File: config.mk
export PLATFORM = sky130hd
export DESIGN_NAME = cac_acquisition_ctrl
export DESIGN_NICKNAME = d
export VERILOG_FILES = /design/src/inc/cac_pkg.sv /design/src/hdl/cac_acquisition_ctrl.sv
export SDC_FILE = /design/constraint.sdc
export NUM_CORES = 2
export LEC_CHECK = 0
export BUFFER_PORTS_ARGS = -buffer_cell sky130_fd_sc_hd__buf_4
export CORE_ASPECT_RATIO = 1.4
export CORE_MARGIN = 5
export CORE_UTILIZATION = 41
export CTS_CLUSTER_DIAMETER = 120
export CTS_CLUSTER_SIZE = 25
export DETAILED_ROUTE_END_ITERATION = 6
export PLACE_DENSITY = 0.66
export SETUP_SLACK_MARGIN = 0.02
export SLEW_MARGIN = 5
export SYNTH_ARGS = -nofsm -noshare
export SYNTH_HDL_FRONTEND = slang
export SYNTH_SLANG_ARGS = --single-unit
export TNS_END_PERCENT = 30
File: constraint.sdc
create_clock -name clk -period 8.8 [get_ports clk]
set_input_delay 1.76 -clock clk [delete_from_list [all_inputs] [get_ports clk]]
set_output_delay 1.76 -clock clk [all_outputs]
set_load 0.02 [all_outputs]
File: src/inc/cac_pkg.sv
package cac_pkg;

    // ------------------------------------------------------------
    // Register map, byte offsets
    // ------------------------------------------------------------
    localparam logic [15:0] OFS_POWER   = 16'h0610;
    localparam logic [15:0] OFS_SHUTTER = 16'h081C;
    localparam logic [15:0] OFS_GAIN    = 16'h0820;
    localparam logic [15:0] OFS_COMP    = 16'h1E80;
    localparam logic [15:0] OFS_BUFUSE  = 16'h1E84;

    // ------------------------------------------------------------
    // Field positions, quadlet bit n sits at vector bit 31-n
    // ------------------------------------------------------------
    localparam int PWR_BIT     = 31;
    localparam int PRES_BIT    = 31;
    localparam int ONEPUSH_BIT = 26;
    localparam int ON_BIT      = 25;
    localparam int AUTO_BIT    = 24;
    localparam int FEAT_W      = 12;
    localparam int QUAL_W      = 8;
    localparam int USE_W       = 7;

    // ------------------------------------------------------------
    // Values and limits
    // ------------------------------------------------------------
    localparam logic [1:0]  DISCARD_FRAMES = 2'h2;
    localparam int          SHUT_MAX_CODE  = 4095;
    localparam int          GAIN_MAX_MDB   = 24000;
    localparam int          GAIN_STEP_MDB  = 46;
    localparam int          GAIN_MAX_CODE  = GAIN_MAX_MDB / GAIN_STEP_MDB;
    localparam logic [11:0] FEAT_RESET_VAL = 12'h000;
    localparam logic [7:0]  QUAL_MIN       = 8'h01;
    localparam logic [7:0]  QUAL_MAX       = 8'h64;
    localparam logic [7:0]  QUAL_ZERO_AS   = 8'h3C;
    localparam logic [6:0]  USE_FULL       = 7'h7F;
    localparam logic [6:0]  USE_ZERO_OLD   = 7'h66;
    localparam logic [6:0]  USE_ZERO_NEW   = 7'h72;
    localparam logic [2:0]  MODE_LAST_SW   = 3'h3;
    localparam logic [2:0]  MODE_FIRST_FIX = 3'h6;

    // ------------------------------------------------------------
    // Timing at 250 MHz
    // ------------------------------------------------------------
    localparam int CLK_PERIOD_NS   = 4;
    localparam int EXP_MIN_NS      = 10000;
    localparam int EXP_MAX_MS      = 4200;
    localparam int EXP_MIN_CYC     =
        (EXP_MIN_NS + CLK_PERIOD_NS - 1) / CLK_PERIOD_NS;
    localparam int EXP_MAX_CYC_DEF = EXP_MAX_MS * (1000000 / CLK_PERIOD_NS);
    localparam int FRAME_PERIOD_DEF = 16666666;

    typedef struct packed {
        logic        wr;
        logic        rd;
        logic [15:0] addr;
        logic [31:0] wdata;
    } cac_bus_req_t;

endpackage : cac_pkg

File: src/hdl/cac_acquisition_ctrl.sv
`timescale 1ns/1ps
`default_nettype none
module cac_acquisition_ctrl #(
    parameter int unsigned FRAME_PERIOD_CYC = cac_pkg::FRAME_PERIOD_DEF,
    parameter int unsigned EXP_MAX_CYC      = cac_pkg::EXP_MAX_CYC_DEF,
    parameter bit          LATE_FIRMWARE    = 1'b1
) (
    input  wire logic                  clk,
    input  wire logic                  reset,
    input  wire cac_pkg::cac_bus_req_t regReq,
    output logic [31:0]                regRdata_reg,
    output logic                       regRvalid_reg,
    input  wire logic                  isoEnable,
    input  wire logic                  singleFrameRequest,
    input  wire logic                  burstFrameRequest,
    input  wire logic [2:0]            imagingMode,
    input  wire logic [3:0]            frameRateDivider,
    input  wire logic [1:0]            autoValid,
    input  wire logic [1:0][11:0]      autoValue,
    input  wire logic [1:0]            onePushDone,
    input  wire logic                  compSizeValid,
    input  wire logic [23:0]           compFrameBytes,
    input  wire logic [23:0]           hostBufferBytes,
    output logic                       cameraPower_reg,
    output logic                       autoExposureRun_reg,
    output logic                       sensorExpose_reg,
    output logic                       frameReadout_reg,
    output logic                       frameSend_reg,
    output logic [31:0]                exposureCycles_reg,
    output logic [11:0]                gainCode_reg,
    output logic                       compressEnable_reg,
    output logic [7:0]                 qualityEff_reg,
    output logic [6:0]                 bufferTarget_reg
);

    localparam int unsigned EXP_UNIT = EXP_MAX_CYC / cac_pkg::SHUT_MAX_CODE;

    logic                  xmitReq;
    logic                  powerNext;
    logic                  frameEndNow;
    logic [1:0]            discardLeft_reg;
    logic [31:0]           periodCnt_reg;
    logic [31:0]           periodLen;
    logic [3:0]            divEff;
    logic [35:0]           expProduct;
    logic [31:0]           expNext;
    logic [1:0]            featOnePush_reg;
    logic [1:0]            featOn_reg;
    logic [1:0]            featAuto_reg;
    logic [1:0][11:0]      featValue_reg;
    logic [1:0]            featWr;
    logic                  compWr;
    logic                  bufWr;
    logic                  compOn_reg;
    logic                  compAuto_reg;
    logic [7:0]            compQual_reg;
    logic [7:0]            qualNow;
    logic [6:0]            bufVal_reg;
    logic [30:0]           fillNeed;
    logic [30:0]           fillAllow;
    logic [31:0]           rdData;

    // ------------------------------------------------------------
    // Power control
    // ------------------------------------------------------------
    assign xmitReq = isoEnable | singleFrameRequest | burstFrameRequest;

    always_comb begin
        powerNext = cameraPower_reg;
        if (regReq.wr && regReq.addr == cac_pkg::OFS_POWER) begin
            powerNext = regReq.wdata[cac_pkg::PWR_BIT];
        end
        if (xmitReq) begin
            powerNext = 1'b1;
        end
    end

    always_ff @(posedge clk) begin
        if (reset) begin
            cameraPower_reg <= 1'b0;
        end else begin
            cameraPower_reg <= powerNext;
        end
    end

    always_ff @(posedge clk) begin
        if (reset) begin
            autoExposureRun_reg <= 1'b0;
        end else begin
            autoExposureRun_reg <= cameraPower_reg;
        end
    end

    // ------------------------------------------------------------
    // Frame timing and exposure
    // ------------------------------------------------------------
    assign divEff = (frameRateDivider == 4'h0) ? 4'h1 : frameRateDivider;
    assign periodLen = 32'(FRAME_PERIOD_CYC * divEff);
    assign frameEndNow = cameraPower_reg && periodCnt_reg == 32'h1;

    always_ff @(posedge clk) begin
        if (reset || !cameraPower_reg) begin
            periodCnt_reg <= '0;
        end else if (periodCnt_reg <= 32'h1) begin
            periodCnt_reg <= periodLen;
        end else begin
            periodCnt_reg <= periodCnt_reg - 32'h1;
        end
    end

    assign expProduct = 36'(featValue_reg[0]) * 36'(EXP_UNIT) * 36'(divEff);

    always_comb begin
        if (expProduct < 36'(cac_pkg::EXP_MIN_CYC)) begin
            expNext = 32'(cac_pkg::EXP_MIN_CYC);
        end else if (expProduct[35:32] != 4'h0) begin
            expNext = 32'hFFFFFFFF;
        end else begin
            expNext = expProduct[31:0];
        end
    end

    always_ff @(posedge clk) begin
        if (reset) begin
            exposureCycles_reg <= 32'(cac_pkg::EXP_MIN_CYC);
            sensorExpose_reg   <= 1'b0;
            frameReadout_reg   <= 1'b0;
        end else begin
            exposureCycles_reg <= expNext;
            sensorExpose_reg   <= cameraPower_reg && periodCnt_reg != '0
                                  && periodCnt_reg <= exposureCycles_reg;
            frameReadout_reg   <= frameEndNow;
        end
    end

    always_ff @(posedge clk) begin
        if (reset) begin
            discardLeft_reg <= '0;
            frameSend_reg   <= 1'b0;
        end else begin
            if (powerNext && !cameraPower_reg) begin
                discardLeft_reg <= cac_pkg::DISCARD_FRAMES;
            end else if (frameEndNow && discardLeft_reg != '0) begin
                discardLeft_reg <= discardLeft_reg - 2'h1;
            end
            frameSend_reg <= frameEndNow && discardLeft_reg == '0 && xmitReq;
        end
    end

    // ------------------------------------------------------------
    // Shutter and gain controls
    // ------------------------------------------------------------
    for (genvar f = 0; f < 2; f++) begin : g_feat
        localparam logic [15:0] OFS =
            (f == 0) ? cac_pkg::OFS_SHUTTER : cac_pkg::OFS_GAIN;
        localparam logic [11:0] LIM = (f == 0) ?
            12'(cac_pkg::SHUT_MAX_CODE) : 12'(cac_pkg::GAIN_MAX_CODE);
        logic [11:0] wrVal;
        logic [11:0] autoVal;

        assign featWr[f] = regReq.wr && regReq.addr == OFS;
        assign wrVal   = (regReq.wdata[11:0] > LIM) ? LIM :
                         regReq.wdata[11:0];
        assign autoVal = (autoValue[f] > LIM) ? LIM : autoValue[f];

        always_ff @(posedge clk) begin
            if (reset) begin
                featOn_reg[f]    <= 1'b1;
                featAuto_reg[f]  <= 1'b0;
                featValue_reg[f] <= cac_pkg::FEAT_RESET_VAL;
            end else if (featWr[f]) begin
                featOn_reg[f]    <= regReq.wdata[cac_pkg::ON_BIT];
                featAuto_reg[f]  <= regReq.wdata[cac_pkg::AUTO_BIT];
                featValue_reg[f] <= wrVal;
            end else if (cameraPower_reg && autoValid[f]
                         && (featAuto_reg[f] || featOnePush_reg[f])) begin
                featValue_reg[f] <= autoVal;
            end
        end

        // A new one-push request wins over a completion in the same cycle.
        always_ff @(posedge clk) begin
            if (reset) begin
                featOnePush_reg[f] <= 1'b0;
            end else if (featWr[f] && regReq.wdata[cac_pkg::ONEPUSH_BIT]) begin
                featOnePush_reg[f] <= 1'b1;
            end else if (onePushDone[f]) begin
                featOnePush_reg[f] <= 1'b0;
            end
        end
    end

    always_ff @(posedge clk) begin
        if (reset) begin
            gainCode_reg <= cac_pkg::FEAT_RESET_VAL;
        end else begin
            gainCode_reg <= featValue_reg[1];
        end
    end

    // ------------------------------------------------------------
    // Compression quality
    // ------------------------------------------------------------
    assign compWr = regReq.wr && regReq.addr == cac_pkg::OFS_COMP;
    assign bufWr  = regReq.wr && regReq.addr == cac_pkg::OFS_BUFUSE;
    assign qualNow = (compQual_reg == 8'h00) ? cac_pkg::QUAL_ZERO_AS :
                     compQual_reg;
    assign fillNeed  = 31'(compFrameBytes) * 31'(cac_pkg::USE_FULL);
    assign fillAllow = 31'(hostBufferBytes) * 31'(bufferTarget_reg);

    always_ff @(posedge clk) begin
        if (reset) begin
            compOn_reg   <= 1'b0;
            compAuto_reg <= 1'b0;
        end else if (compWr) begin
            compOn_reg <= regReq.wdata[cac_pkg::ON_BIT];
            if (compOn_reg) begin
                compAuto_reg <= regReq.wdata[cac_pkg::AUTO_BIT];
            end
        end
    end

    always_ff @(posedge clk) begin
        if (reset) begin
            compQual_reg <= 8'h00;
        end else if (compWr && compOn_reg && !compAuto_reg) begin
            if (regReq.wdata[7:0] > cac_pkg::QUAL_MAX) begin
                compQual_reg <= cac_pkg::QUAL_MAX;
            end else begin
                compQual_reg <= regReq.wdata[7:0];
            end
        end else if (compAuto_reg && compressEnable_reg && compSizeValid) begin
            if (fillNeed > fillAllow && qualNow > cac_pkg::QUAL_MIN) begin
                compQual_reg <= qualNow - 8'h01;
            end else if (fillNeed < fillAllow
                         && qualNow < cac_pkg::QUAL_MAX) begin
                compQual_reg <= qualNow + 8'h01;
            end else begin
                compQual_reg <= qualNow;
            end
        end
    end

    always_ff @(posedge clk) begin
        if (reset) begin
            compressEnable_reg <= 1'b0;
            qualityEff_reg     <= cac_pkg::QUAL_ZERO_AS;
        end else begin
            if (imagingMode <= cac_pkg::MODE_LAST_SW) begin
                compressEnable_reg <= compOn_reg;
            end else begin
                compressEnable_reg <= imagingMode >= cac_pkg::MODE_FIRST_FIX;
            end
            qualityEff_reg <= qualNow;
        end
    end

    always_ff @(posedge clk) begin
        if (reset) begin
            bufVal_reg       <= 7'h00;
            bufferTarget_reg <= cac_pkg::USE_ZERO_NEW;
        end else begin
            if (bufWr) begin
                bufVal_reg <= regReq.wdata[6:0];
            end
            if (bufVal_reg != 7'h00) begin
                bufferTarget_reg <= bufVal_reg;
            end else if (LATE_FIRMWARE) begin
                bufferTarget_reg <= cac_pkg::USE_ZERO_NEW;
            end else begin
                bufferTarget_reg <= cac_pkg::USE_ZERO_OLD;
            end
        end
    end

    // ------------------------------------------------------------
    // Register read-back
    // ------------------------------------------------------------
    function automatic logic featIdx();
        featIdx = regReq.addr == cac_pkg::OFS_GAIN;
    endfunction : featIdx

    always_comb begin
        rdData = '0;
        case (regReq.addr)
            cac_pkg::OFS_POWER: begin
                rdData[cac_pkg::PWR_BIT] = cameraPower_reg;
            end
            cac_pkg::OFS_SHUTTER, cac_pkg::OFS_GAIN: begin
                rdData[cac_pkg::PRES_BIT]    = 1'b1;
                rdData[cac_pkg::ONEPUSH_BIT] = featOnePush_reg[featIdx()];
                rdData[cac_pkg::ON_BIT]      = featOn_reg[featIdx()];
                rdData[cac_pkg::AUTO_BIT]    = featAuto_reg[featIdx()];
                rdData[11:0]                 = featValue_reg[featIdx()];
            end
            cac_pkg::OFS_COMP: begin
                rdData[cac_pkg::PRES_BIT] = 1'b1;
                rdData[cac_pkg::ON_BIT]   = compOn_reg;
                rdData[cac_pkg::AUTO_BIT] = compAuto_reg;
                rdData[7:0]               = compQual_reg;
            end
            cac_pkg::OFS_BUFUSE: begin
                rdData[cac_pkg::PRES_BIT] = 1'b1;
                rdData[6:0]               = bufVal_reg;
            end
            default: begin
                rdData = '0;
            end
        endcase
    end

    always_ff @(posedge clk) begin
        if (reset) begin
            regRdata_reg  <= '0;
            regRvalid_reg <= 1'b0;
        end else begin
            regRvalid_reg <= regReq.rd;
            if (regReq.rd) begin
                regRdata_reg <= rdData;
            end
        end
    end

endmodule : cac_acquisition_ctrl
`default_nettype wire

; Word-level counts from Yosys, hierarchy flattened
; Cells that the tools add are included.
[op_classes]
muxes = 40
n_reduce_logical = 50
n_bitwise = 3
add_sub_neg = 4
order_cmp = 15
eq_ne = 6
mul = 5
[ops]
columns = op, n
row1 = $mux W12, 10
row2 = $mux W8, 6
row3 = $lt A34 B12 Y1 const B, 1
row4 = $mul A29 B4 Y33, 1
row5 = $eq A16 B12 Y1 const B, 2
row6 = $eq A16 B13 Y1 const B, 2
row7 = $eq A32 B1 Y1 const B, 1
row8 = $le A32 B1 Y1 const B, 1
row9 = $le A32 B32 Y1, 1
row10 = $mux W32, 1
row11 = $reduce_bool A32 Y1, 1
row12 = $sub A32 B1 Y32 const B, 1
row13 = $gt A31 B31 Y1, 1
row14 = $lt A31 B31 Y1, 1
row15 = $mul A24 B7 Y31, 1
row16 = $mul A24 B7 Y31 const B, 1
row17 = $mul A12 B17 Y29 const B, 1
row18 = $mux W28, 1
row19 = $mul A23 B4 Y27 const A, 1
row20 = $gt A12 B10 Y1 const B, 2
row21 = $gt A12 B12 Y1 const B, 2
row22 = $logic_and A1 B1 Y1, 24
row23 = $pmux W7 S3, 1
row24 = $eq A16 B11 Y1 const B, 1
row25 = 28 further kinds, 58
[totals]
input_bits = 139
reg_bits = 163
out_inout_bits = 98
wordCells = 152

; Depth between registers and ports, before layout
[logic_depth]
ltp_word = 8
ltp_mapped = 37
ltp_nobuf = 35

; Least setup slack after synthesis
; OpenSTA, ideal clock, no wires.
[synth_path]
path_kind = register to register
from = register featValue_reg[10] (netlist bit)
to = register exposureCycles_reg[10]
t_arrival_ps = 8268
stages_incl_launch_ff = 34
synth_period_minus_slack_ps = 8382
slack_ps = 418
path_buffers = 1
setup_ps = 114
required_time_ps = 8686
path_cell_list = dfxtp_1 > inv_1 > ha_1 > xnor2_1 > ha_1 > fa_1 > inv_1 > fa_1 > fa_1 > inv_1 > ha_1 > and3_1 > and3_1 > a41o_1 > a211oi_1 > o31ai_1 > a21oi_1 > xor2_1 > nor2_1 > fa_1 > inv_1 > fa_1 > inv_1 > ha_1 > a21o_1 > a21o_1 > a2111o_1 > a211oi_1 > nor2_1 > xnor2_1 > a211oi_1 > a41oi_1 > buf_2 > a21o_1
[synth_via]
elab_chain_len = 4
elab_cells_between_ends = 6
cone_classes = mul: 2 / order compare: 1 / mux: 1 / reduce/logical: 2
[synth_rtl]
columns = item, line_no
row1 = start: declaration, cac_acquisition_ctrl.sv:50  ; logic [1:0][11:0] featValue_reg;
row2 = start signal: indexed assignment, cac_acquisition_ctrl.sv:170  ; featValue_reg[f] <= cac_pkg::FEAT_RESET_VAL;
row3 = start signal: indexed assignment, cac_acquisition_ctrl.sv:174  ; featValue_reg[f] <= wrVal;
row4 = start signal: indexed assignment, cac_acquisition_ctrl.sv:177  ; featValue_reg[f] <= autoVal;
row5 = $mul A12 B17 Y29 (*), cac_acquisition_ctrl.sv:111  ; assign expProduct = 36'(featValue_reg[0]) * 36'(EXP_UNIT) * 36'(divEff);
row6 = $mul A29 B4 Y33 (*), cac_acquisition_ctrl.sv:111
row7 = $lt A34 B12 Y1 / $reduce_bool A4 Y1 (equally long branches), "cac_acquisition_ctrl.sv:114, cac_acquisition_ctrl.sv:116"
row8 = $reduce_or A2 Y1 (no line) / $mux W32 (equally long branches), -
row9 = end signal: assignment, cac_acquisition_ctrl.sv:125  ; exposureCycles_reg <= 32'(cac_pkg::EXP_MIN_CYC);
row10 = end signal: assignment, cac_acquisition_ctrl.sv:129  ; exposureCycles_reg <= expNext;
row11 = end: declaration, cac_acquisition_ctrl.sv:29  ; output logic [31:0] exposureCycles_reg,
; Every way passes the cells marked *; elsewhere a longest branch is shown, timed or not.
; A chain may end at the register's enable or synchronous reset.

; Worst setup path in the final report
[layout_path]
from = register featValue_reg[10] (netlist bit)
to = register exposureCycles_reg[1]
; Same word-level chain as after synthesis.

==> impl_metrics.csv <==
group,metric,value,unit
run_status,status,"completed",
routing,postRouteWirelength,66400,um
worst_setup_path,r2r_slack,350,ps
routing,vias,21000,
placed_design,dpl-instance-area,0.0279,mm^2
layout,final_area,0.0288,mm^2
worst_setup_path,cp_max_fo,6,
layout,nFillCells,5959,
logic_synthesis,yosys_warnings,0,
worst_setup_path,crit_required,9150,ps
power,power,6040,uW
die,die_area,0.0659,mm^2
power,p_leak,0.0145,uW
die,start_util,0.412,
clocking,cts-buffers-inserted,17,
timing,max_freq,0.118,GHz
logic_synthesis,ys_seq_area_frac,0.131,
logic_synthesis,ys_ff_latch,163,
worst_setup_path,worstSetupEndpointType,"register",
worst_setup_path,crit_path_start_kind,"register",
clocking,clockBufferDepth,2,
hold_path,hold_depth,1,
worst_setup_path,slowest_delay,540,ps
layout,nets,3921,
hold_path,hold_class,"register to register",
logic_synthesis,netlist_instances,2896,
timing,period_minus_slack,8450,ps
die,core,0.0605,mm^2
die,die_h,302,um
logic_synthesis,syn_area_per_cell,8.60,um^2
clocking,path_clk_slew,70,ps
worst_setup_path,arrival,8800,ps
logic_synthesis,async_flop_share,0,
placed_design,port_buffers,203,
routing,drt_first_pass_iters,7,
logic_synthesis,synth_edf_count,0,
worst_setup_path,rr_worst_depth,34,
layout,layout-drive-gt1-share,0.135,
clocking,clock_latency,460,ps
clocking,cts_hold_buffers,0,
power,power_density,209,mW/mm^2
timing,max-slew-margin-rel,0.258,
layout,final_util,0.477,
clocking,cts_tree,"built",
global_route,grt.total_usage,0.201,
die,row_count,107,
logic_synthesis,synth_cell_types,84,
routing,drt-initial-drc-count,1174,
global_route,grt_max_degree,85,
logic_synthesis,synth_top_flop_cell,"dfxtp_1",
hold_path,hp-start,"featOn_reg[1]$_SDFFE_PP1P_",
global_route,antenna_found_initial,2,
timing,worst_pin_slew,1110,ps
placed_design,routabilityCongestion,0.905,
timing,fin_worst_skew,14.1,ps
timing,hold_viol,0,
placed_design,dp.final_hpwl,56000,um
power,peakVddDrop,0.180,mV
layout,layout_commonest_cell,"inv_1",
timing,hold-worst-slack,476,ps
run,cap_viol_max_count,0,
die,die_x,218,um
clocking,htree_levels,4,
clocking,cts_root_buffer,"clkbuf_16",
global_route,grt_pass1_vias,21700,
worst_setup_path,timing.rr.end,"exposureCycles_reg[1]$_SDFF_PP0_",
timing,drv_slew,0,
placed_design,pre_cts_slack,17.5,ps
logic_synthesis,netlist_area,0.0249,mm^2
routing,vias_per_cell,5.29,
global_route,grt_pass1_wl,108000,um
worst_setup_path,crit_path_top_delay_cell,"fa_1",
hold_path,holdPathEnd,"featOn_reg[1]$_SDFFE_PP1P_",
global_route,gr-total-overflow,0,
timing,setup_viol,0,
layout,final_cell_mix,"inv_1 (433), fa_1 (323), ha_1 (311)",
worst_setup_path,regToRegStartpoint,"featValue_reg[10]$_SDFFE_PP0P_",
layout,area_growth,15.8,%
clocking,clock_sink_count,163,
routing,ant_nets,0,
die,pin_count,237,
routing,post-route-drc-count,0,
timing,rsz0062_at_grt,"yes",
worst_setup_path,path_class,"register to register",
timing,layout_setup_ws,353,ps
timing,finalCritPeriodShare,0.960,
routing,drt-wirelength-per-cell,16.7,um
[repair_timing]
item                       CTS  global route
setup buffers                0             3
gates resized for setup      2            62
pin swaps                    1            25
gates cloned                 0             1
setup endpoints to repair   11            35
[layer usage]
layer  track usage  vias up  routed length (um)  share of wire
met1         0.232    10400               25600           0.39
met3        0.0214      106                2450          0.037
met4        0.0672        0                1990          0.030
met5             0        -                   0              0
met2         0.384      397               36300           0.55
li1              -    10100                   -              -
[worst max-delay path by stage]
stage | to | start | slack [ps]
3_3_place_gp | exposureCycles_reg[1]$_SDFF_PP0_ | featValue_reg[10]$_SDFFE_PP0P_ | 80
3_5_place_dp | exposureCycles_reg[1]$_SDFF_PP0_ | featValue_reg[10]$_SDFFE_PP0P_ | 20
4_1_cts | exposureCycles_reg[1]$_SDFF_PP0_ | featValue_reg[4]$_SDFFE_PP0P_ | 20
6_report | exposureCycles_reg[1]$_SDFF_PP0_ | featValue_reg[10]$_SDFFE_PP0P_ | 350
5_1_grt | exposureCycles_reg[1]$_SDFF_PP0_ | featValue_reg[10]$_SDFFE_PP0P_ | -20
2_1_floorplan | exposureCycles_reg[10]$_SDFF_PP0_ | featValue_reg[10]$_SDFFE_PP0P_ | 420
[kinds of logic (layout without fill, tap and decap cells)]
kind of cell | after synthesis | after routing | share of synthesized area
buffers and inverters | 533 | 777 | 0.0829
adder cells (fa/ha/maj) | 640 | 640 | 0.419
other | 1 | 18 | 0.000151
XOR/XNOR | 145 | 145 | 0.0510
AO/OA/AOI/OAI | 558 | 558 | 0.148
AND/OR/NAND/NOR | 835 | 835 | 0.160
multiplexers | 21 | 21 | 0.00854
flip-flops | 163 | 163 | 0.131
[report_power, final]
| part | switching, uW | total (uW) | internal, uW |
|---|---|---|---|
| clock network | 343 | 826 | 483 |
| registers | 58.7 | 840 | 781 |
| logic | 2370 | 4370 | 2000 |
| total | 2770 | 6040 | 3260 |
[layout make-up]
class                      count  area (um^2)  area share
sequential                   163         3270       0.113
clock inverter                15          219     0.00759
antenna                        2         5.00    0.000174
multi-input combinational   2215        19900       0.691
clock buffer                  17          425      0.0147
tap                          817         1020      0.0354
timing repair buffer         309         2330      0.0807
inverter                     436         1640      0.0567
[critical path, delay by kind of cell (launching register included)]
kind                       cells  cell delay (ps)
AOI/OAI and AO/OA             12             2580
xor gates and xnor gates       2              410
adders and majority gates      9             3970
buffers and inverters          9              810
DFF                            1              350
and+or+nand+nor                2              210
[cell usage after synthesis (5+ instances only)]
| cell type | number | share of area |
|---|---|---|
| a211o_1 | 5 | 0.0018 |
| a211oi_1 | 44 | 0.013 |
| a21o_1 | 69 | 0.021 |
| a21oi_1 | 179 | 0.036 |
| a221oi_1 | 8 | 0.0028 |
| a222oi_1 | 10 | 0.0040 |
| a22oi_1 | 15 | 0.0045 |
| a311oi_1 | 8 | 0.0028 |
| a31o_2 | 10 | 0.0035 |
| a31oi_1 | 15 | 0.0038 |
| and2_1 | 55 | 0.014 |
| and3_1 | 24 | 0.0060 |
| and4_1 | 8 | 0.0028 |
| buf_4 | 16 | 0.0048 |
| clkbuf_1 | 73 | 0.011 |
| dfxtp_1 | 163 | 0.13 |
| fa_1 | 323 | 0.26 |
| ha_1 | 317 | 0.16 |
| inv_1 | 433 | 0.065 |
| mux2i_1 | 19 | 0.0076 |
| nand2_1 | 269 | 0.041 |
| nand2b_1 | 39 | 0.0098 |
| nand3_1 | 49 | 0.0098 |
| nand4_1 | 20 | 0.0050 |
| nor2_1 | 206 | 0.031 |
| nor2b_1 | 29 | 0.0073 |
| nor3_1 | 56 | 0.011 |
| nor4_1 | 20 | 0.0050 |
| o2111ai_1 | 5 | 0.0018 |
| o211ai_1 | 16 | 0.0048 |
| o21a_1 | 22 | 0.0066 |
| o21ai_0 | 71 | 0.014 |
| o21bai_1 | 19 | 0.0057 |
| o22ai_1 | 6 | 0.0015 |
| o31ai_1 | 8 | 0.0024 |
| or2_2 | 11 | 0.0028 |
| or3_1 | 23 | 0.0058 |
| xnor2_1 | 93 | 0.033 |
| xor2_1 | 52 | 0.018 |
[per-stage QoR]
stage / std cells / TNS (ps)
floorplan: 2911 / 0
global placement: 3936 / 0
detailed placement: 3936 / 0
CTS: 3968 / 0
global route: 3972 / -18.5
finish: 3974 / 0
(Power assumes the default switching activity.)
